==> src/verilog/stream_record_map.svh <==
// Constants for the stream recording timing block
`ifndef STREAM_RECORD_MAP_SVH
`define STREAM_RECORD_MAP_SVH

`define SR_CLK_HZ           64'd100000000
`define SR_START_MS         64'd1000
`define SR_DIR_MS           64'd10
`define SR_DIR_WR_HC_MS     64'd250
`define SR_DIR_WR_XC_MS     64'd500
`define SR_INFO_MS          64'd10
`define SR_INFO_WR_MS       64'd250
`define SR_PAUSE_MS         64'd250
`define SR_CONT_MS          64'd250
`define SR_FREE_MS          64'd250
`define SR_RELEASE_MS       64'd50
`define SR_FS_READ_MS       64'd20
`define SR_MS_CYC(ms)       (((ms) * `SR_CLK_HZ) / 64'd1000)

`define SR_CMD_RECORD       6'h14
`define SR_CMD_STOP         6'h0c
`define SR_CMD_RD_SINGLE    6'h11
`define SR_CMD_RD_MULTI     6'h12
`define SR_CMD_GEN          6'h38
`define SR_CMD_VEND_LO      6'h3c

`define SR_REC_BLK_BITS     10
`define SR_SUB_BLK_BITS     15
`define SR_UNIT_BLK_BITS    17
`define SR_SUB_MB           64'd16
`define SR_UNIT_SIZE_CODE   5'h0d
`define SR_UNIT_SIZE_MAX    5'h1f
`define SR_CLASS_VALUE      64'd10
`endif

==> src/verilog/stream_record_pkg.sv <==
// Types for the stream recording timing block
package stream_record_pkg;
	typedef enum logic [3:0] {
		FN_START   = 4'h0,
		FN_DIR     = 4'h1,
		FN_INFO    = 4'h4,
		FN_PAUSE   = 4'h5,
		FN_CONT    = 4'h6,
		FN_FREE    = 4'h7,
		FN_RELEASE = 4'h8
	} record_fn_e;

	typedef enum logic [1:0] {
		BUSY_IDLE,
		BUSY_HOLD
	} busy_st_e;

	typedef enum logic [1:0] {
		ASSOC_NONE,
		ASSOC_DIR,
		ASSOC_INFO
	} assoc_e;

	typedef struct packed {
		busy_st_e    st;
		logic [27:0] busy_cnt;
		logic [27:0] busy_lim;
		logic        busy_counts;
		assoc_e      assoc;
		logic        excl_write;
		logic        armed;
		logic        active;
		logic        first_sub;
		logic [31:0] unit_base;
		logic [31:0] wr_ptr;
		logic        sub_invalid;
		logic [31:0] sub_period;
		logic [31:0] worst_wr;
		logic [31:0] rd_period;
		logic        rd_invalid;
		logic [31:0] worst_rd;
		logic [27:0] fs_cnt;
		logic        fs_late;
		logic        rd_written;
		logic        rd_undefined;
		logic        class_ok;
		logic        read_ok;
	} record_state_s;

	typedef struct packed {
		logic [31:0] word0;
		logic [31:0] word1;
		logic [1:0]  count;
	} buffer_state_s;
endpackage : stream_record_pkg

==> src/verilog/stream_word_if.sv <==
// Word stream carrier between the recording block and its buffer
`timescale 1ns/10ps
`default_nettype none
interface stream_word_if;
	logic [31:0] data;
	logic        valid;
	logic        ready;
	modport source (output data, output valid, input ready);
	modport sink   (input data, input valid, output ready);
endinterface : stream_word_if
`default_nettype wire

==> src/verilog/stream_record_timing.sv <==
// Card-side stream recording control, busy timing and performance tracking
`timescale 1ns/10ps
`default_nettype none
`include "stream_record_map.svh"
module stream_record_timing
	import stream_record_pkg::*;
#(
	parameter logic [27:0] START_CYCLES    = 28'(`SR_MS_CYC(`SR_START_MS)),
	parameter logic [27:0] DIR_CYCLES      = 28'(`SR_MS_CYC(`SR_DIR_MS)),
	parameter logic [27:0] DIR_WR_HC_CYC   = 28'(`SR_MS_CYC(`SR_DIR_WR_HC_MS)),
	parameter logic [27:0] DIR_WR_XC_CYC   = 28'(`SR_MS_CYC(`SR_DIR_WR_XC_MS)),
	parameter logic [27:0] INFO_CYCLES     = 28'(`SR_MS_CYC(`SR_INFO_MS)),
	parameter logic [27:0] INFO_WR_CYCLES  = 28'(`SR_MS_CYC(`SR_INFO_WR_MS)),
	parameter logic [27:0] PAUSE_CYCLES    = 28'(`SR_MS_CYC(`SR_PAUSE_MS)),
	parameter logic [27:0] CONT_CYCLES     = 28'(`SR_MS_CYC(`SR_CONT_MS)),
	parameter logic [27:0] FREE_CYCLES     = 28'(`SR_MS_CYC(`SR_FREE_MS)),
	parameter logic [27:0] RELEASE_CYCLES  = 28'(`SR_MS_CYC(`SR_RELEASE_MS)),
	parameter logic [27:0] FS_READ_CYCLES  = 28'(`SR_MS_CYC(`SR_FS_READ_MS))
)
(
	input  wire logic        ref_clk_in,
	input  wire logic        reset_n_in,
	input  wire logic        cmd_valid_in,
	input  wire logic [5:0]  cmd_index_in,
	input  wire logic [3:0]  cmd_function_in,
	input  wire logic [31:0] cmd_addr_in,
	input  wire logic        ext_capacity_in,
	input  wire logic        media_done_in,
	input  wire logic        write_block_in,
	input  wire logic [31:0] write_addr_in,
	input  wire logic        write_active_in,
	input  wire logic        read_block_in,
	input  wire logic [31:0] read_addr_in,
	input  wire logic        read_active_in,
	input  wire logic        fs_unit_in,
	input  wire logic        fs_read_active_in,
	input  wire logic [31:0] wr_data_in,
	input  wire logic        wr_valid_in,
	output logic             wr_ready_out,
	output logic [31:0]      media_data_out,
	output logic             media_valid_out,
	input  wire logic        media_ready_in,
	output logic             busy_out,
	output logic             recording_out,
	output logic             rd_written_out,
	output logic             rd_undefined_out,
	output logic [31:0]      write_ptr_out,
	output logic             sub_invalid_out,
	output logic [31:0]      worst_write_period_out,
	output logic [31:0]      worst_read_period_out,
	output logic             class_ok_out,
	output logic             read_ok_out,
	output logic             fs_read_late_out,
	output logic [4:0]       class_unit_size_field_out
);
	localparam logic [31:0] UNIT_MASK = 32'((64'd1 << `SR_UNIT_BLK_BITS) - 64'd1);
	localparam logic [31:0] SUB_MASK  = 32'((64'd1 << `SR_SUB_BLK_BITS) - 64'd1);
	localparam logic [31:0] REC_MASK  = 32'((64'd1 << `SR_REC_BLK_BITS) - 64'd1);

	record_state_s s;
	record_state_s next_s;
	stream_word_if fill_bus ();
	stream_word_if drain_bus ();

	// Commands that end recording at once
	function automatic logic is_violating(input logic [5:0] idx);
		is_violating = (idx == `SR_CMD_GEN) || (idx >= `SR_CMD_VEND_LO);
	endfunction : is_violating

	// Busy limit for each recording-control function
	function automatic logic [27:0] fn_limit(input logic [3:0] fn);
		case (fn)
			FN_START:   fn_limit = START_CYCLES;
			FN_DIR:     fn_limit = DIR_CYCLES;
			FN_INFO:    fn_limit = INFO_CYCLES;
			FN_PAUSE:   fn_limit = PAUSE_CYCLES;
			FN_CONT:    fn_limit = CONT_CYCLES;
			FN_FREE:    fn_limit = FREE_CYCLES;
			FN_RELEASE: fn_limit = RELEASE_CYCLES;
			default:    fn_limit = 28'h0000000;
		endcase
	endfunction : fn_limit

	assign fill_bus.data   = wr_data_in;
	assign fill_bus.valid  = wr_valid_in;
	assign wr_ready_out    = fill_bus.ready;
	assign media_data_out  = drain_bus.data;
	assign media_valid_out = drain_bus.valid;
	assign drain_bus.ready = media_ready_in;

	word_buffer u_buffer (
		.ref_clk_in (ref_clk_in),
		.reset_n_in (reset_n_in),
		.fill       (fill_bus),
		.drain      (drain_bus)
	);

	assign busy_out                  = (s.st == BUSY_HOLD);
	assign recording_out             = s.active;
	assign rd_written_out            = s.rd_written;
	assign rd_undefined_out          = s.rd_undefined;
	assign write_ptr_out             = s.wr_ptr;
	assign sub_invalid_out           = s.sub_invalid;
	assign worst_write_period_out    = s.worst_wr;
	assign worst_read_period_out     = s.worst_rd;
	assign class_ok_out              = s.class_ok;
	assign read_ok_out               = s.read_ok;
	assign fs_read_late_out          = s.fs_late;
	// Fixed code, checked against the 512MB ceiling
	assign class_unit_size_field_out = (`SR_UNIT_SIZE_CODE <= `SR_UNIT_SIZE_MAX) ?
		`SR_UNIT_SIZE_CODE : `SR_UNIT_SIZE_MAX;

	always_comb begin
		logic        in_unit;
		logic [31:0] rd_off;
		next_s  = s;
		in_unit = 1'b0;
		rd_off  = 32'h00000000;

		// Busy hold, dropped on completion or at the limit
		case (s.st)
			BUSY_IDLE: begin
				next_s.busy_cnt = 28'h0000000;
			end
			BUSY_HOLD: begin
				next_s.busy_cnt = s.busy_cnt + 28'h0000001;
				if (media_done_in || s.busy_cnt + 28'h0000001 >= s.busy_lim) begin
					next_s.st          = BUSY_IDLE;
					next_s.busy_counts = 1'b0;
				end
			end
			default: begin
				next_s.st = BUSY_IDLE;
			end
		endcase

		// Write period: own writes, plus every free-select busy issued while armed by a start
		if (s.active && write_active_in && !s.excl_write) begin
			next_s.sub_period = s.sub_period + 32'h00000001;
		end else if (s.st == BUSY_HOLD && s.busy_counts) begin
			next_s.sub_period = s.sub_period + 32'h00000001;
		end
		if (!write_active_in) begin
			next_s.excl_write = 1'b0;
		end

		// Command decode
		if (cmd_valid_in) begin
			if (cmd_index_in == `SR_CMD_RECORD) begin
				next_s.st          = BUSY_HOLD;
				next_s.busy_cnt    = 28'h0000000;
				next_s.busy_lim    = fn_limit(cmd_function_in);
				next_s.busy_counts = 1'b0;
				case (cmd_function_in)
					FN_START: begin
						next_s.armed = 1'b1;
					end
					FN_DIR: begin
						next_s.assoc = ASSOC_DIR;
					end
					FN_INFO: begin
						next_s.assoc = ASSOC_INFO;
					end
					FN_PAUSE: begin
						next_s.active = 1'b0;
					end
					FN_FREE: begin
						next_s.active      = 1'b1;
						next_s.unit_base   = cmd_addr_in & ~UNIT_MASK;
						next_s.wr_ptr      = cmd_addr_in & ~UNIT_MASK;
						next_s.first_sub   = s.armed;
						next_s.busy_counts = s.armed;
						next_s.sub_period  = 32'h00000000;
						next_s.sub_invalid = 1'b0;
					end
					default: begin
						next_s.armed = s.armed;
					end
				endcase
				if (cmd_function_in == FN_START || cmd_function_in == FN_FREE) begin
					next_s.busy_counts = (cmd_function_in == FN_FREE) && s.armed;
				end
			end else if (is_violating(cmd_index_in)) begin
				next_s.active = 1'b0;
				next_s.armed  = 1'b0;
			end else if (cmd_index_in == `SR_CMD_STOP) begin
				if (s.active && (s.wr_ptr & REC_MASK) != 32'h00000000) begin
					next_s.sub_invalid = 1'b1;
				end
			end
			if (read_active_in && cmd_index_in != `SR_CMD_RD_SINGLE &&
				cmd_index_in != `SR_CMD_RD_MULTI && cmd_index_in != `SR_CMD_STOP) begin
				next_s.rd_invalid = 1'b1;
			end
		end

		// Block writes: associated writes, then sequential recording writes
		if (write_block_in) begin
			if (s.assoc != ASSOC_NONE) begin
				next_s.assoc      = ASSOC_NONE;
				next_s.excl_write = 1'b1;
				next_s.st         = BUSY_HOLD;
				next_s.busy_cnt   = 28'h0000000;
				if (s.assoc == ASSOC_DIR) begin
					next_s.busy_lim = ext_capacity_in ? DIR_WR_XC_CYC : DIR_WR_HC_CYC;
				end else begin
					next_s.busy_lim = INFO_WR_CYCLES;
				end
			end else if (s.active) begin
				if (write_addr_in == s.wr_ptr) begin
					next_s.wr_ptr = s.wr_ptr + 32'h00000001;
					if ((write_addr_in & SUB_MASK) == SUB_MASK) begin
						if (!next_s.sub_invalid && !fs_unit_in &&
							next_s.sub_period > s.worst_wr) begin
							next_s.worst_wr = next_s.sub_period;
						end
						next_s.sub_period  = 32'h00000000;
						// A stop in this same cycle marks the next sub-unit only when no earlier stop marked this one
						next_s.sub_invalid = next_s.sub_invalid && !s.sub_invalid;
						next_s.first_sub   = 1'b0;
					end
					if ((write_addr_in & UNIT_MASK) == UNIT_MASK) begin
						next_s.active = 1'b0;
					end
				end else begin
					next_s.active = 1'b0;
				end
			end
		end

		// Block reads: position within the active unit, and read period per sub-unit
		if (read_block_in) begin
			in_unit = s.active && ((read_addr_in & ~UNIT_MASK) == s.unit_base);
			next_s.rd_written   = in_unit && (read_addr_in < s.wr_ptr);
			next_s.rd_undefined = in_unit && (read_addr_in >= s.wr_ptr);
			rd_off = read_addr_in & SUB_MASK;
			if (rd_off == SUB_MASK) begin
				if (!s.rd_invalid && !fs_unit_in && next_s.rd_period > s.worst_rd) begin
					next_s.worst_rd = next_s.rd_period;
				end
				next_s.rd_period  = 32'h00000000;
				next_s.rd_invalid = 1'b0;
			end
		end
		if (read_active_in && !fs_unit_in) begin
			next_s.rd_period = next_s.rd_period + 32'h00000001;
		end

		// File-system read time watch
		if (fs_read_active_in) begin
			if (s.fs_cnt != FS_READ_CYCLES) begin
				next_s.fs_cnt = s.fs_cnt + 28'h0000001;
			end else begin
				next_s.fs_late = 1'b1;
			end
		end else begin
			next_s.fs_cnt = 28'h0000000;
		end

		next_s.class_ok = (`SR_CLASS_VALUE * {32'h00000000, s.worst_wr}) <=
			(`SR_SUB_MB * `SR_CLK_HZ);
		next_s.read_ok  = (s.worst_rd <= s.worst_wr);
	end

	always_ff @(posedge ref_clk_in) begin
		if (!reset_n_in) begin
			s <= '0;
		end else begin
			s <= next_s;
		end
	end
endmodule : stream_record_timing
`default_nettype wire

==> src/verilog/word_buffer.sv <==
// Two-entry buffer with valid and ready on both sides
`timescale 1ns/10ps
`default_nettype none
module word_buffer
	import stream_record_pkg::*;
(
	input  wire logic    ref_clk_in,
	input  wire logic    reset_n_in,
	stream_word_if.sink   fill,
	stream_word_if.source drain
);
	buffer_state_s s;
	buffer_state_s next_s;
	logic          push;
	logic          pop;

	assign fill.ready  = (s.count != 2'd2);
	assign drain.valid = (s.count != 2'd0);
	assign drain.data  = s.word0;
	assign push        = fill.valid && fill.ready;
	assign pop         = drain.valid && drain.ready;

	always_comb begin
		next_s = s;
		if (pop) begin
			next_s.word0 = s.word1;
		end
		if (push) begin
			if (s.count == 2'd0 || (s.count == 2'd1 && pop)) begin
				next_s.word0 = fill.data;
			end else begin
				next_s.word1 = fill.data;
			end
		end
		next_s.count = s.count + {1'b0, push} - {1'b0, pop};
	end

	always_ff @(posedge ref_clk_in) begin
		if (!reset_n_in) begin
			s <= '0;
		end else begin
			s <= next_s;
		end
	end
endmodule : word_buffer
`default_nettype wire
==> config.mk <==
export PLATFORM = sky130hd
export DESIGN_NAME = stream_record_timing
export DESIGN_NICKNAME = d
export VERILOG_FILES = /design/src/verilog/stream_record_pkg.sv /design/src/verilog/stream_word_if.sv /design/src/verilog/stream_record_timing.sv /design/src/verilog/word_buffer.sv
export VERILOG_INCLUDE_DIRS = /design/src /design/src/verilog
export SDC_FILE = /design/constraint.sdc
export NUM_CORES = 1
export LEC_CHECK = 0
export BUFFER_PORTS_ARGS = -buffer_cell sky130_fd_sc_hd__buf_2
export CAP_MARGIN = 30
export CORE_UTILIZATION = 40
export DETAILED_ROUTE_END_ITERATION = 7
export GPL_ROUTABILITY_DRIVEN = 0
export GPL_TIMING_DRIVEN = 0
export HOLD_SLACK_MARGIN = 0.08
export PLACE_DENSITY = 0.57
export SETUP_SLACK_MARGIN = 0.05
export SYNTH_ARGS = -nofsm -noshare
export SYNTH_HDL_FRONTEND = slang
export SYNTH_HIERARCHICAL = 1
export SYNTH_SLANG_ARGS = --single-unit
==> constraint.sdc <==
create_clock -name ref_clk_in -period 8.05 [get_ports ref_clk_in]
set_input_delay 1.61 -clock ref_clk_in [delete_from_list [all_inputs] [get_ports ref_clk_in]]
set_output_delay 1.61 -clock ref_clk_in [all_outputs]
set_load 0.02 [all_outputs]
== Word level (Yosys, flattened, before mapping) ==
Cells that the tools add are included.

* Add/sub/neg operators: 7
* Multipliers: 1
* Order comparisons: 8
* Equal/unequal tests: 23
* Multiplexer cells: 55
* Bitwise logic cells: 3
* Reductions and logical operators: 45

{| class="wikitable"
|+ Operators by type and width
! kind !! count
|-
| $mux W97 || 4
|-
| $mux W32 || 9
|-
| $mux W65 || 4
|-
| $mux W61 || 2
|-
| $mux W58 || 2
|-
| $pmux W27 S4 || 1
|-
| $mux W99 || 1
|-
| $mux W98 || 1
|-
| $add A32 B1 Y32 const B || 3
|-
| $gt A32 B32 Y1 || 2
|-
| $mux W64 || 1
|-
| $add A28 B1 Y28 const B || 2
|-
| $pmux W28 S2 || 1
|-
| $mux W26 || 2
|-
| $le A36 B31 Y1 const B || 1
|-
| $mul A3 B32 Y35 const A || 1
|-
| $eq A32 B32 Y1 || 1
|-
| $ge A32 B32 Y1 || 1
|-
| $le A32 B32 Y1 || 1
|-
| $lt A32 B32 Y1 || 1
|-
| $reduce_bool A32 Y1 || 1
|-
| $eq A15 B15 Y1 const B || 2
|-
| $ge A28 B28 Y1 || 1
|-
| $ne A28 B21 Y1 const B || 1
|-
| 33 further kinds || 96
|}

* Register bits: 341
* Bits of input ports: 151
* Output and inout bits: 143
* Logic and storage cells: 168

== Longest topological paths before layout ==
Gate-level depths: netlist of run 1.

* Depth after elaboration: 16
* Mapped depth: 19
* Mapped depth without buffers: 17

== Cells and area by module ==
The synthesis of run 1 kept the hierarchy.

{| class="wikitable"
|+ Modules (own cells, without submodules)
! module !! instances !! cells an instance !! area each (sq um) !! seq. area each (sq um)
|-
| stream_record_timing || 1 || 2,500 || 19,580.0 || 5,485.3
|-
| word_buffer || 1 || 382 || 3,337.0 || 1,321.3
|}

== Worst setup path after synthesis of run 1 ==
No wires, ideal clock.

* Path kind: input to register
* From: input port cmd_index_in[1]
* To: register s, in the netlist worst_write_period_out[10]
* Library setup time: 0.120 ns
* Arrival: 5.489 ns
* Data required time: 7.930 ns
* Setup slack: 2.441 ns
* Cell stages on the path: 19
* Buffers on the path: 3
* Cell sequence: or4b_4 nor2_4 and2_4 buf_6 nand2_1 nor2_2 clkbuf_1 nor2_1 ha_1 a21o_1 a21o_1 a21o_1 a21o_1 a21oi_1 nor2_1 a2111oi_0 a211oi_4 buf_6 mux2i_1

* Cells in the longest elaborated chain, start to end: 9
* Elaborated cells on any way between the ends: 15
* Classes of those cells: 2 x order compare; 3 x eq/ne; 5 x mux; 5 x reduce/logical

{| class="wikitable"
|+ RTL lines
! what !! line !! RTL
|-
| start, declared || stream_record_timing.sv:24 || <nowiki>input wire logic [5:0] cmd_index_in,</nowiki>
|-
| $ge A6 B6 Y1 (no line), or another cell as far along || - ||
|-
| $logic_or A1 B1 Y1 or $mux W1 (tied branches) || stream_record_timing.sv:67, stream_record_timing.sv:186 ||
|-
| $mux W1 || stream_record_timing.sv:183 || <nowiki>end else if (is_violating(cmd_index_in)) begin</nowiki>
|-
| $mux W1 || stream_record_timing.sv:149 || <nowiki>if (cmd_index_in == `SR_CMD_RECORD) begin</nowiki>
|-
| $mux W99 (*) || stream_record_timing.sv:148 || <nowiki>if (cmd_valid_in) begin</nowiki>
|-
| parallel branches: the longest is 4 deep, another holds $gt A32 B32 Y1 || - ||
|-
| end signal, assigned || stream_record_timing.sv:269 || <nowiki>s <= next_s;</nowiki>
|-
| end, declared || stream_record_timing.sv:60 || <nowiki>record_state_s s;</nowiki>
|}

Every way passes the cells marked *.
A chain may end at the register's enable or synchronous reset.

== Final worst setup path of run 1 ==
Ends and elaborated chain as after synthesis.

==> results by group, run 1 <==
Clock tree
  • H-tree depth: 2
  • Clock Sinks: between 300 and 400
  • Setup repair bufs after CTS: 0
  • Worst-Skew Late Latency: 0.57 ns
  • Clk pin slew, worst setup/hold paths: about 0.050 ns
  • Num CTS Buffers: 41
  • Post-CTS Hold Buffers: 0
  • CTS root buf: clkbuf_16
  • Cts repair resizes: 0
  • Maximum clock path buffer count: 3
  • CTS tree: built

Global route
  • Total track usage: 22.9%
  • Pin count of the biggest net entering global routing: 13
  • Initial antenna violation count: 6
  • Vias in the first global route: between 20000 and 25000
  • First-pass GRT wire length: approximately 110000 um
  • Total gr overflow: 0

Synth
  • Largest cells by area after synthesis: dfxtp_1 30%, ha_1 12%, nand2_1 6.1%, buf_4 4.4%, nor2_1 3.8%
  • Post-synth EDFFs: 0
  • Mux share of post-synthesis cell area: under 10%
  • Synth unique cells: 85
  • Area share of and/or/nand/nor cells after synthesis: 22.5%
  • Synth Area in XOR/XNOR: around 6.4%
  • Yosys warnings: 6
  • Complex-gate fraction of the synthesized area: between 10% and 20%
  • Synth Flop Type: dfxtp_1
  • Most common cell in the netlist: nand2_1
  • Cell taking the most area after synthesis: dfxtp_1
  • Asr flop ratio synth: 0%
  • Largest family of logic cells by synthesized area: simple AND/OR/NAND/NOR gates
  • Synth top area share: just under 30%
  • #FFs+latches synth: 340
  • Avg Cell Area, Syn: ~8 sq um
  • Mapped Cells: a little under 3000
  • Area of the mapped netlist: ~23000 sq um
  • Top cells by count, synth: 371 x nand2_1, 340 x dfxtp_1, 229 x nor2_1
  • Adder-cell share of the synthesized area: roughly 12%
  • Sequential share of the synthesized area: between 20% and 30%

Cells and area
  • FF+latch area: between 6000 and 7000 sq um
  • Multi-input logic area: 13900 sq um
  • Final net count: roughly 3600
  • Area Overhead vs Synth: 16.0%
  • Share of layout cells above drive strength 1: ~17%
  • Final Util: a little under half
  • Fillers: 5635
  • Finished layout cell area: roughly 27000 sq um

Setup path
  • CP Data Required Time: 8.49 ns
  • R2R setup slack: between 2 and 3 ns
  • Worst setup SP type: input port
  • Critical path depth: 20
  • R2R Path End: worst_write_period_out[10]
  • FF-to-FF Start: recording_out
  • Buffers plus inverters on the worst setup path: 4
  • Critical path type: in -> reg
  • Endpoint class of the critical path: flop
  • Crit path max fanout: 10
  • WP data arrival: between 6 and 7 ns
  • Slowest cell on crit path: clkbuf_1
  • CP top delay family: simple AND/OR/NAND/NOR gates
  • Depth of the most critical reg-to-reg path: 15
  • Slowest cell delay on critical path: between 0.5 and 0.6 ns
  • Cells along the critical path: buf_2, or4b_4, nor2_4, and2_4, buf_6, nand2_1, nor2_2, clkbuf_1, nor2_1, ha_1, nor2b_1, o21a_1, o21ai_0, a21oi_1, o31ai_1, a211oi_1, o31ai_1, a211oi_4, buf_6, mux2i_1

Die
  • # rows: between 80 and 90
  • Core Area: 56500 sq um
  • Top Ports: about 290
  • Die W: between 200 and 250 um
  • Die Y: 241 um
  • Initial Utilization: between 40% and 50%
  • Die area: ~58000 sq um

STA
  • Fin. max-slew vios: 0
  • Final Hold Viols: 0
  • Final setup violation count: 0
  • Actual slew at the worst max-slew pin: approximately 1.1 ns
  • Final Skew: roughly 0.015 ns
  • RSZ-0062 raised after global routing: no
  • Final worst-path cycle share: between 70% and 80%
  • Setup TNS: 0 ns
  • Tmin final: approximately 6 ns
  • Max Fclk: roughly 170 MHz
  • Worst relative slew slack: 29.2%

Status
  • Status: complete, no violations

Run
  • Max Cap Violations: 0

Detailed routing
  • DRT iter0 DRCs: approximately 1200
  • Final ANT Viol Nets: 0
  • Drt pass-1 iters: 6
  • Vias/cell: between 5 and 6
  • Final wirelength: slightly below 70000 um
  • DR WL/cell: 17.0 um
  • Drt drc: 0
  • DR vias: roughly 21000

Pwr
  • Peak supply drop: 129 uV
  • Pleak: approximately 11 nW
  • Clock Power Share: between 40 and 50%
  • Internal power: between 3 and 4 mW
  • Power Density: 159 nW/um^2
  • Comb pwr share: about 14%
  • Switch Pwr: 1.15 mW
  • Switch share: 27.3%
  • Sequential share of power: 41.8%

Worst hold path
  • WHS Path Cells: 2
  • Worst min path class: reg -> reg
  • Worst Hold End: s[234]
  • Min-delay src: s[234]

Placed design
  • Port bufs: 267
  • Placed Area: approximately 25000 sq um
  • Dpl hpwl: between 50000 and 60000 um
per-layer routing:
layer	track usage [%]	up-vias	part of all wire, %
met5	0	-	0.068
met4	8.59	8	3.2
met3	3.57	116	6.1
met2	37.7	625	45
met1	30.1	9910	45
li1	-	10600	-
power groups by stage:
stage | clock network, mW | registers [mW] | logic, mW
2_1_floorplan | 0 | 1.80 | 0.403
3_3_place_gp | 0 | 1.80 | 0.582
3_5_place_dp | 0 | 1.81 | 0.589
4_1_cts | 1.92 | 1.77 | 0.591
5_1_grt | 1.98 | 1.78 | 0.649
6_report | 1.87 | 1.77 | 0.588
worst max-delay path by stage:
| stage | start | endpoint |
|---|---|---|
| global route | cmd_index_in[1] | worst_write_period_out[10] |
| floorplan | cmd_index_in[1] | worst_write_period_out[10] |
| finish | cmd_index_in[1] | worst_write_period_out[10] |
| detailed placement | cmd_index_in[1] | worst_write_period_out[24] |
| CTS | cmd_index_in[1] | worst_write_period_out[24] |
| global placement | cmd_index_in[1] | worst_write_period_out[25] |
per-stage QoR:
stage / total power [mW] / setup slack [ns] / hold WS (ns) / std cells
after floorplan: 2.20 / 2.44 / 0.413 / 2886
after global placement: 2.39 / 0.747 / 0.423 / 3909
after detailed placement: 2.40 / 1.53 / 0.434 / 3911
after CTS: 4.28 / 2.09 / 0.442 / 3982
after global routing: 4.41 / 1.78 / 0.460 / 3982
final: 4.23 / 2.05 / 0.439 / 3984
sequential cells by signal (all words and copies together), names as in the netlist, 32 cells and up:
name                    flops
s                         171
u_buffer/s                 34
u_buffer/drain.data        32
worst_read_period_out      32
worst_write_period_out     32
write_ptr_out              32
layout make-up:
| class | count | area share, % |
|---|---|---|
| diodes | 2 | 0.0188 |
| plain buffers | 269 | 6.02 |
| clock buffers | 60 | 4.58 |
| clock inverters | 11 | 0.532 |
| inverters | 156 | 2.20 |
| multi-input cells | 2121 | 52.4 |
| flip-flops and latches | 340 | 25.6 |
| well taps | 756 | 3.56 |
| repair buffers | 269 | 5.06 |
cells by family after synthesis:
family | Yosys count
compound gates | 569
fa+ha+maj | 225
flops | 340
other cells | 2
mux | 72
buf+inv | 425
xor+xnor | 168
simple gates | 1081
layout by cell type, fill, tap and decap left out, types with 116 or more instances in the layout:
cell type	count
a21oi_1	165
buf_2	282
buf_4	133
clkbuf_1	116
dfxtp_1	340
ha_1	224
inv_1	155
nand2_1	371
nor2_1	229
o21ai_0	129
tightest hold or removal path: cells and delay by family (launching register included):
family	cells	cell delay, ns
buf+inv	1	0.05
simple gates	1	0.03
flops	1	0.31
Power figures use the tool's default switching activity.
==> inputs of run 2 (changes only) <==
==> constraint.sdc (replaced) <==
create_clock -name ref_clk_in -period 5.88 [get_ports ref_clk_in]
set_input_delay 1.176 -clock ref_clk_in [delete_from_list [all_inputs] [get_ports ref_clk_in]]
set_output_delay 1.176 -clock ref_clk_in [all_outputs]
set_load 0.02 [all_outputs]
==> run 2 against run 1 <==
  * Non-clock buffer count unchanged
  * First-iteration DRC count rose by 0.42%
  * Largest power group unchanged
  * Via count is essentially flat
  * Critical endpoint unchanged
  * Core utilization stayed put
  * Combinational power is 37% higher
  * Sequential share of layout area is the same
  * Final area did not move
  * Critical path depth is the same
  * Clock skew rose by 0.0024 ns
  * Routed wire length barely moved
  * Highest routed layer unchanged
==> results by group, run 2 (synthesis results as in run 1) <==
Detailed routing
  • DR vias: 21300 (+0.080%)
  • Vias/cell: 5.34 (about the same)
  • Met1 WL: 30700 um (about the same)
  • Routed length on met2: 30600 um (about the same)
  • Drt pass-1 iters: 5 (-1)
  • DRT iter0 DRCs: 1185 (+0.42%)
  • Top routing layer in use: met5
  • Drt drc: 0 (unchanged)
  • DR WL/cell: 17.0 um (about the same)
  • WL met3: 4090 um (-0.97%)
  • Final wirelength: 67700 um (about the same)
  • Final ANT Viol Nets: 0 (unchanged)

STA
  • Fin. max-slew vios: 0 (unchanged)
  • RSZ-0062 raised after global routing: no
  • Tmin final: around 5.6 ns
  • Actual slew at the worst max-slew pin: 1.04 ns (-0.00709 ns)
  • Worst relative slew slack: 29.7% (+0.48 points)
  • Final Hold Viols: 0 (unchanged)
  • Max Fclk: between 150 and 200 MHz
  • Final Skew: 0.0169 ns (+0.00237 ns)
  • Final setup violation count: 0 (unchanged)
  • Setup TNS: 0 ns (unchanged)
  • Final worst-path cycle share: around 95%

Cells and area
  • Most frequent cells in the layout: 371 x nand2_1, 340 x dfxtp_1, 282 x buf_2
  • Area Overhead vs Synth: 16.0% (unchanged)
  • Final net count: 3574 (unchanged)
  • Fillers: 5635 (unchanged)
  • Commonest non-fill, non-tap cell in the layout: nand2_1
  • FF+latch area: 6810 sq um (unchanged)
  • Share of layout cells above drive strength 1: 17.0% (unchanged)
  • Multi-input logic area: 13900 sq um (unchanged)
  • Most flops, register: s
  • Top flop regs: s (171), u_buffer/s (34)
  • Max reg flops: 171 (unchanged)

Setup path
  • CP Data Required Time: 6.32 ns (-2.17 ns)
  • Worst setup SP type: input port
  • Critical path type: in -> reg
  • Endpoint class of the critical path: flop
  • FF-to-FF Start: recording_out
  • WP data arrival: 6.00 ns (-0.44 ns)
  • R2R setup slack: 0.65 ns (-2.20 ns)
  • R2R Path End: worst_write_period_out[10]
  • Crit path max fanout: 10 (unchanged)
  • Depth of the most critical reg-to-reg path: 15 (unchanged)

Run
  • Max Cap Violations: 0 (unchanged)

Worst hold path
  • Worst min path class: reg -> reg
  • WHS Path Cells: 2 (unchanged)
  • Worst Hold End: s[234]
  • Min-delay src: s[234]

Die
  • Top Ports: 294 (unchanged)
  • Die W: 241 um (unchanged)
  • Core Area: 56500 sq um (unchanged)
  • # rows: 87 (unchanged)
  • Die Y: 241 um (unchanged)
  • Die area: 58300 sq um (unchanged)
  • Initial Utilization: 40.6% (unchanged)

Global route
  • Pin count of the biggest net entering global routing: 13 (unchanged)
  • Vias in the first global route: 20400 (unchanged)
  • Initial antenna violation count: 6 (unchanged)
  • Total track usage: 22.9% (unchanged)
  • First-pass GRT wire length: 107000 um (unchanged)
  • Total gr overflow: 0 (unchanged)

Placed design
  • Port bufs: 267 (unchanged)
  • Dpl hpwl: 53700 um (unchanged)

Clock tree
  • Worst-Skew Late Latency: 0.57 ns (about the same)
  • Maximum clock path buffer count: 3 (unchanged)
  • Clock Sinks: 340 (unchanged)
  • Clk pin slew, worst setup/hold paths: 0.05 ns (about the same)
  • Num CTS Buffers: 41 (unchanged)
  • Setup repair bufs after CTS: 0 (unchanged)
  • H-tree depth: 2 (unchanged)
  • CTS root buf: clkbuf_16
  • CTS tree: built

Pwr
  • Power Density: 218 nW/um^2 (+37%)
  • Total Power: 5.79 mW (+37%)
  • Pleak: 11.1 nW (unchanged)
  • Peak supply drop: 177 uV (+37%)

Status
  • Status: complete, no violations
-- run 2: worst max-delay path by stage --
stage | startpoint | to | slack [ns] | cells after the start
finish | cmd_index_in[1] | worst_write_period_out[10] | 0.32 | 20
global route | cmd_index_in[1] | worst_write_period_out[10] | 0.06 | 20
CTS | cmd_index_in[1] | worst_write_period_out[24] | 0.36 | 20
detailed placement | cmd_index_in[1] | worst_write_period_out[24] | -0.20 | 20
global placement | cmd_index_in[1] | worst_write_period_out[25] | -0.99 | 20
floorplan | cmd_index_in[1] | worst_write_period_out[10] | 0.71 | 19
-- run 2: layout make-up --
cell class / instances / share of cell area, %
timing repair buffer: 269 / 5.06
tap: 756 / 3.56
clock buffer: 60 / 4.58
sequential: 340 / 25.6
inverter: 156 / 2.20
clock inverter: 11 / 0.532
buffer: 269 / 6.02
antenna: 2 / 0.0188
multi-input combinational: 2121 / 52.4
-- run 2: power by group --
group	leakage [nW]	internal (mW)	switching [mW]	total (mW)
logic	7.71	0.308	0.497	0.805
registers	2.75	2.38	0.0427	2.42
clock network	0.667	1.52	1.04	2.56
-- run 2: timing repair --
| item | CTS | global route |
|---|---|---|
| hold buffers | 0 | 0 |
| setup endpoints to repair | 0 | 1 |
| gates resized for setup | 0 | 1 |
-- run 2: critical path, stage by stage --
cell	delay, ns
buf_2	0.13
or4b_4	0.56
nor2_4	0.12
and2_4	0.15
buf_6	0.12
nand2_1	0.10
nor2_2	0.53
buf_1	0.56
nor2_1	0.16
ha_1	0.32
nor2b_1	0.13
o21a_1	0.16
o21ai_0	0.18
a21oi_1	0.12
o31ai_1	0.34
a211oi_1	0.13
o31ai_1	0.45
a211oi_4	0.22
buf_6	0.22
mux2i_1	0.12
-- run 2: layer usage --
layer	global-route usage (%)	vias to the layer above
met1	30.1	9933
met4	8.59	8
met2	37.7	627
met5	0	-
met3	3.57	116
li1	-	10600
-- run 2: stage by stage --
stage | setup slack, ns | std cells | hold slack (ns) | area, sq um | util (%)
3_3_place_gp | -0.989 | 3909 | 0.423 | 25200 | 44.6
2_1_floorplan | 0.705 | 2886 | 0.413 | 22900 | -
4_1_cts | 0.356 | 3982 | 0.442 | 26600 | 47.1
6_report | 0.319 | 3984 | 0.439 | 26600 | 47.1
3_5_place_dp | -0.202 | 3911 | 0.434 | 25200 | 44.7
5_1_grt | 0.0565 | 3982 | 0.460 | 26600 | 47.1
==> inputs of run 3 (changes only) <==
--- a/config.mk
+++ b/config.mk
@@ -8,12 +8,12 @@
 export LEC_CHECK = 0
 export BUFFER_PORTS_ARGS = -buffer_cell sky130_fd_sc_hd__buf_2
 export CAP_MARGIN = 30
-export CORE_UTILIZATION = 40
+export CORE_UTILIZATION = 59
 export DETAILED_ROUTE_END_ITERATION = 7
 export GPL_ROUTABILITY_DRIVEN = 0
 export GPL_TIMING_DRIVEN = 0
 export HOLD_SLACK_MARGIN = 0.08
-export PLACE_DENSITY = 0.57
+export PLACE_DENSITY = 0.79
 export SETUP_SLACK_MARGIN = 0.05
 export SYNTH_ARGS = -nofsm -noshare
 export SYNTH_HDL_FRONTEND = slang
==> run 3 against run 2 <==
  * Routed wire length is 3.8% lower
  * Sequential share of layout area is 0.41 points higher
  * Fmax is 1.1% lower
  * Non-clock buffer count stayed put
  * Die area is 32% lower
  * Register-to-register slack worse by 0.24 ns
  * Global-route usage is 9.4 points higher
  * Count of clock-buffer cells in the layout is 3 lower
  * Critical endpoint is now worst_write_period_out[13]
  * Highest routed layer unchanged
==> results by group, run 3 (synthesis results as in run 1) <==
Status
  • Status: complete, no violations

Pwr
  • Pleak: 11.1 nW (-0.38%)
  • Power Density: 215 nW/um^2 (-1.1%)
  • Total Power: 5.64 mW (-2.7%)
  • Peak supply drop: 186 uV (+5.2%)

Detailed routing
  • Met1 WL: 27200 um (-11%)
  • Routed length on met2: 30300 um (-1.0%)
  • Final ANT Viol Nets: 0 (unchanged)
  • DRT iter0 DRCs: 1385 (+17%)
  • Top routing layer in use: met5
  • Vias/cell: 5.87 (+10%)
  • Final wirelength: 65100 um (-3.8%)
  • Drt drc: 0 (unchanged)
  • Drt pass-1 iters: 8 (+3)
  • WL met3: 5170 um (+26%)
  • DR WL/cell: 17.4 um (+2.7%)
  • DR vias: 21900 (+3.1%)

Cells and area
  • Commonest non-fill, non-tap cell in the layout: nand2_1
  • Area Overhead vs Synth: 14.2%
  • Final net count: 3572 (-0.056%)
  • Inserted Diodes: 0 (-2)
  • Max reg flops: 171 (unchanged)
  • Fillers: 3103 (-45%)
  • Final Util: 69.0% (+22 points)
  • Share of layout cells above drive strength 1: 16.9% (-0.13 points)
  • Top flop regs: s (171), u_buffer/s (34)
  • Most flops, register: s
  • Most frequent cells in the layout: 371 x nand2_1, 340 x dfxtp_1, 280 x buf_2
  • Final Non-Filler Cells: 3732 (-6.3%)

Setup path
  • Depth of the most critical reg-to-reg path: 15 (unchanged)
  • WP data arrival: 6.02 ns (+0.02 ns)
  • Slowest cell delay on critical path: 0.57 ns (about the same)
  • R2R Path End: worst_write_period_out[13]
  • Worst setup SP type: input port
  • CP Data Required Time: 6.28 ns (-0.04 ns)
  • Cells along the critical path: buf_2, or4b_4, nor2_4, and2_4, buf_6, nand2_1, nor2_2, clkbuf_2, nor2_1, ha_1, nor2b_1, o21a_1, o21ai_0, a21oi_1, o31ai_1, a211oi_1, o31ai_1, a211oi_4, buf_6, mux2i_1
  • Critical path type: in -> reg
  • Crit path launch: cmd_index_in[1]
  • R2R setup slack: 0.41 ns (-0.24 ns)
  • Crit path max fanout: 10 (unchanged)
  • Slowest cell on crit path: o31ai_1
  • Worst setup path end: worst_write_period_out[13]
  • FF-to-FF Start: recording_out
  • Endpoint class of the critical path: flop

Clock tree
  • Clock Sinks: 340 (unchanged)
  • Clk pin slew, worst setup/hold paths: 0.06 ns (about the same)
  • Post-CTS Hold Buffers: 0 (unchanged)
  • Maximum clock path buffer count: 3 (unchanged)
  • Worst-Skew Late Latency: 0.54 ns (-0.03 ns)
  • CTS tree: built
  • H-tree depth: 2 (unchanged)
  • Num CTS Buffers: 39 (-4.9%)
  • CTS root buf: clkbuf_16

Die
  • Initial Utilization: 60.4% (+20 points)
  • Top Ports: 294 (unchanged)
  • Die Y: 199 um (-18%)
  • Die area: 39600 sq um (-32%)
  • # rows: 71 (-18%)
  • Core Area: 37900 sq um (-33%)
  • Die W: 199 um (-18%)

STA
  • Fin. max-slew vios: 0 (unchanged)
  • Final Hold Viols: 0 (unchanged)
  • Max Fclk: 178 MHz (-1.1%)
  • RSZ-0062 raised after global routing: no
  • Worst hold slack: 0.445 ns (+0.00562 ns)
  • Tmin final: 5.62 ns (+0.0603 ns)
  • Actual slew at the worst max-slew pin: 0.988 ns (-0.0574 ns)
  • Worst relative slew slack: 33.6% (+3.9 points)
  • Final worst-path cycle share: 95.6% (+1.0 points)
  • Final Skew: 0.0230 ns (+0.00616 ns)
  • Final setup violation count: 0 (unchanged)
  • Setup TNS: 0 ns (unchanged)

Run
  • Max Cap Violations: 0 (unchanged)

Placed design
  • Placed cell count: 3665 (-6.3%)
  • Port bufs: 267 (unchanged)
  • Dpl hpwl: 50400 um (-6.2%)

Worst hold path
  • Worst min path class: reg -> reg

Global route
  • First-pass GRT wire length: 104000 um (-2.9%)
  • Vias in the first global route: 20900 (+2.8%)
  • Total gr overflow: 0 (unchanged)
  • Pin count of the biggest net entering global routing: 14 (+1)
  • Initial antenna violation count: 2 (-4)
  • Total track usage: 32.3% (+9.4 points)
[run 3: per-layer routing]
metal / GRT usage (%) / vias up
met5: 0 / -
met4: 13.3 / 4
met3: 5.43 / 171
met2: 54.6 / 924
met1: 40.7 / 10200
li1: - / 10600
[run 3: repair_timing]
item                       in CTS  in global routing
setup buffers                   0                  0
resized for setup               0                  2
setup endpoints to repair       0                 30
[run 3: final cells by class]
cell class | count | area (sq um) | area share, %
Multi-Input combinational cell | 2121 | 13900 | 53.3
Timing Repair Buffer | 269 | 1350 | 5.16
Clock inverter | 9 | 98.8 | 0.378
Clock buffer | 57 | 1140 | 4.37
Tap cell | 511 | 639 | 2.44
Inverter | 156 | 586 | 2.24
Buffer | 269 | 1600 | 6.13
Sequential cell | 340 | 6810 | 26.0
[run 3: critical path: cells and delay by family]
kind                     cells  cell delay [ns]
AO/OA/AOI/OAI                7             1.74
multiplexers                 1             0.13
buffers and inverters        4             0.90
AND/OR/NAND/NOR              7             1.75
adder cells (fa/ha/maj)      1             0.30
[run 3: worst min-delay path by stage]
stage | startpoint | to | depth (start not counted)
after floorplan | s[234] | s[234] | 2
after global placement | s[234] | s[234] | 2
after detailed placement | s[238] | s[238] | 2
after CTS | s[238] | s[238] | 2
after global routing | s[234] | s[234] | 2
final | s[234] | s[234] | 2
[run 3: stage by stage]
step / setup slack (ns) / area, sq um
CTS: 0.111 / 26200
finish: 0.258 / 26200
detailed placement: -0.366 / 24900
floorplan: 0.705 / 22900
global placement: -0.775 / 24900
global route: 0.0940 / 26200
[run 3: report_power, final]
part	switching, mW	total [mW]	internal (mW)
sequential	0.0446	2.42	2.38
clock	0.966	2.40	1.43
combinational	0.508	0.816	0.308
total	1.52	5.64	4.12
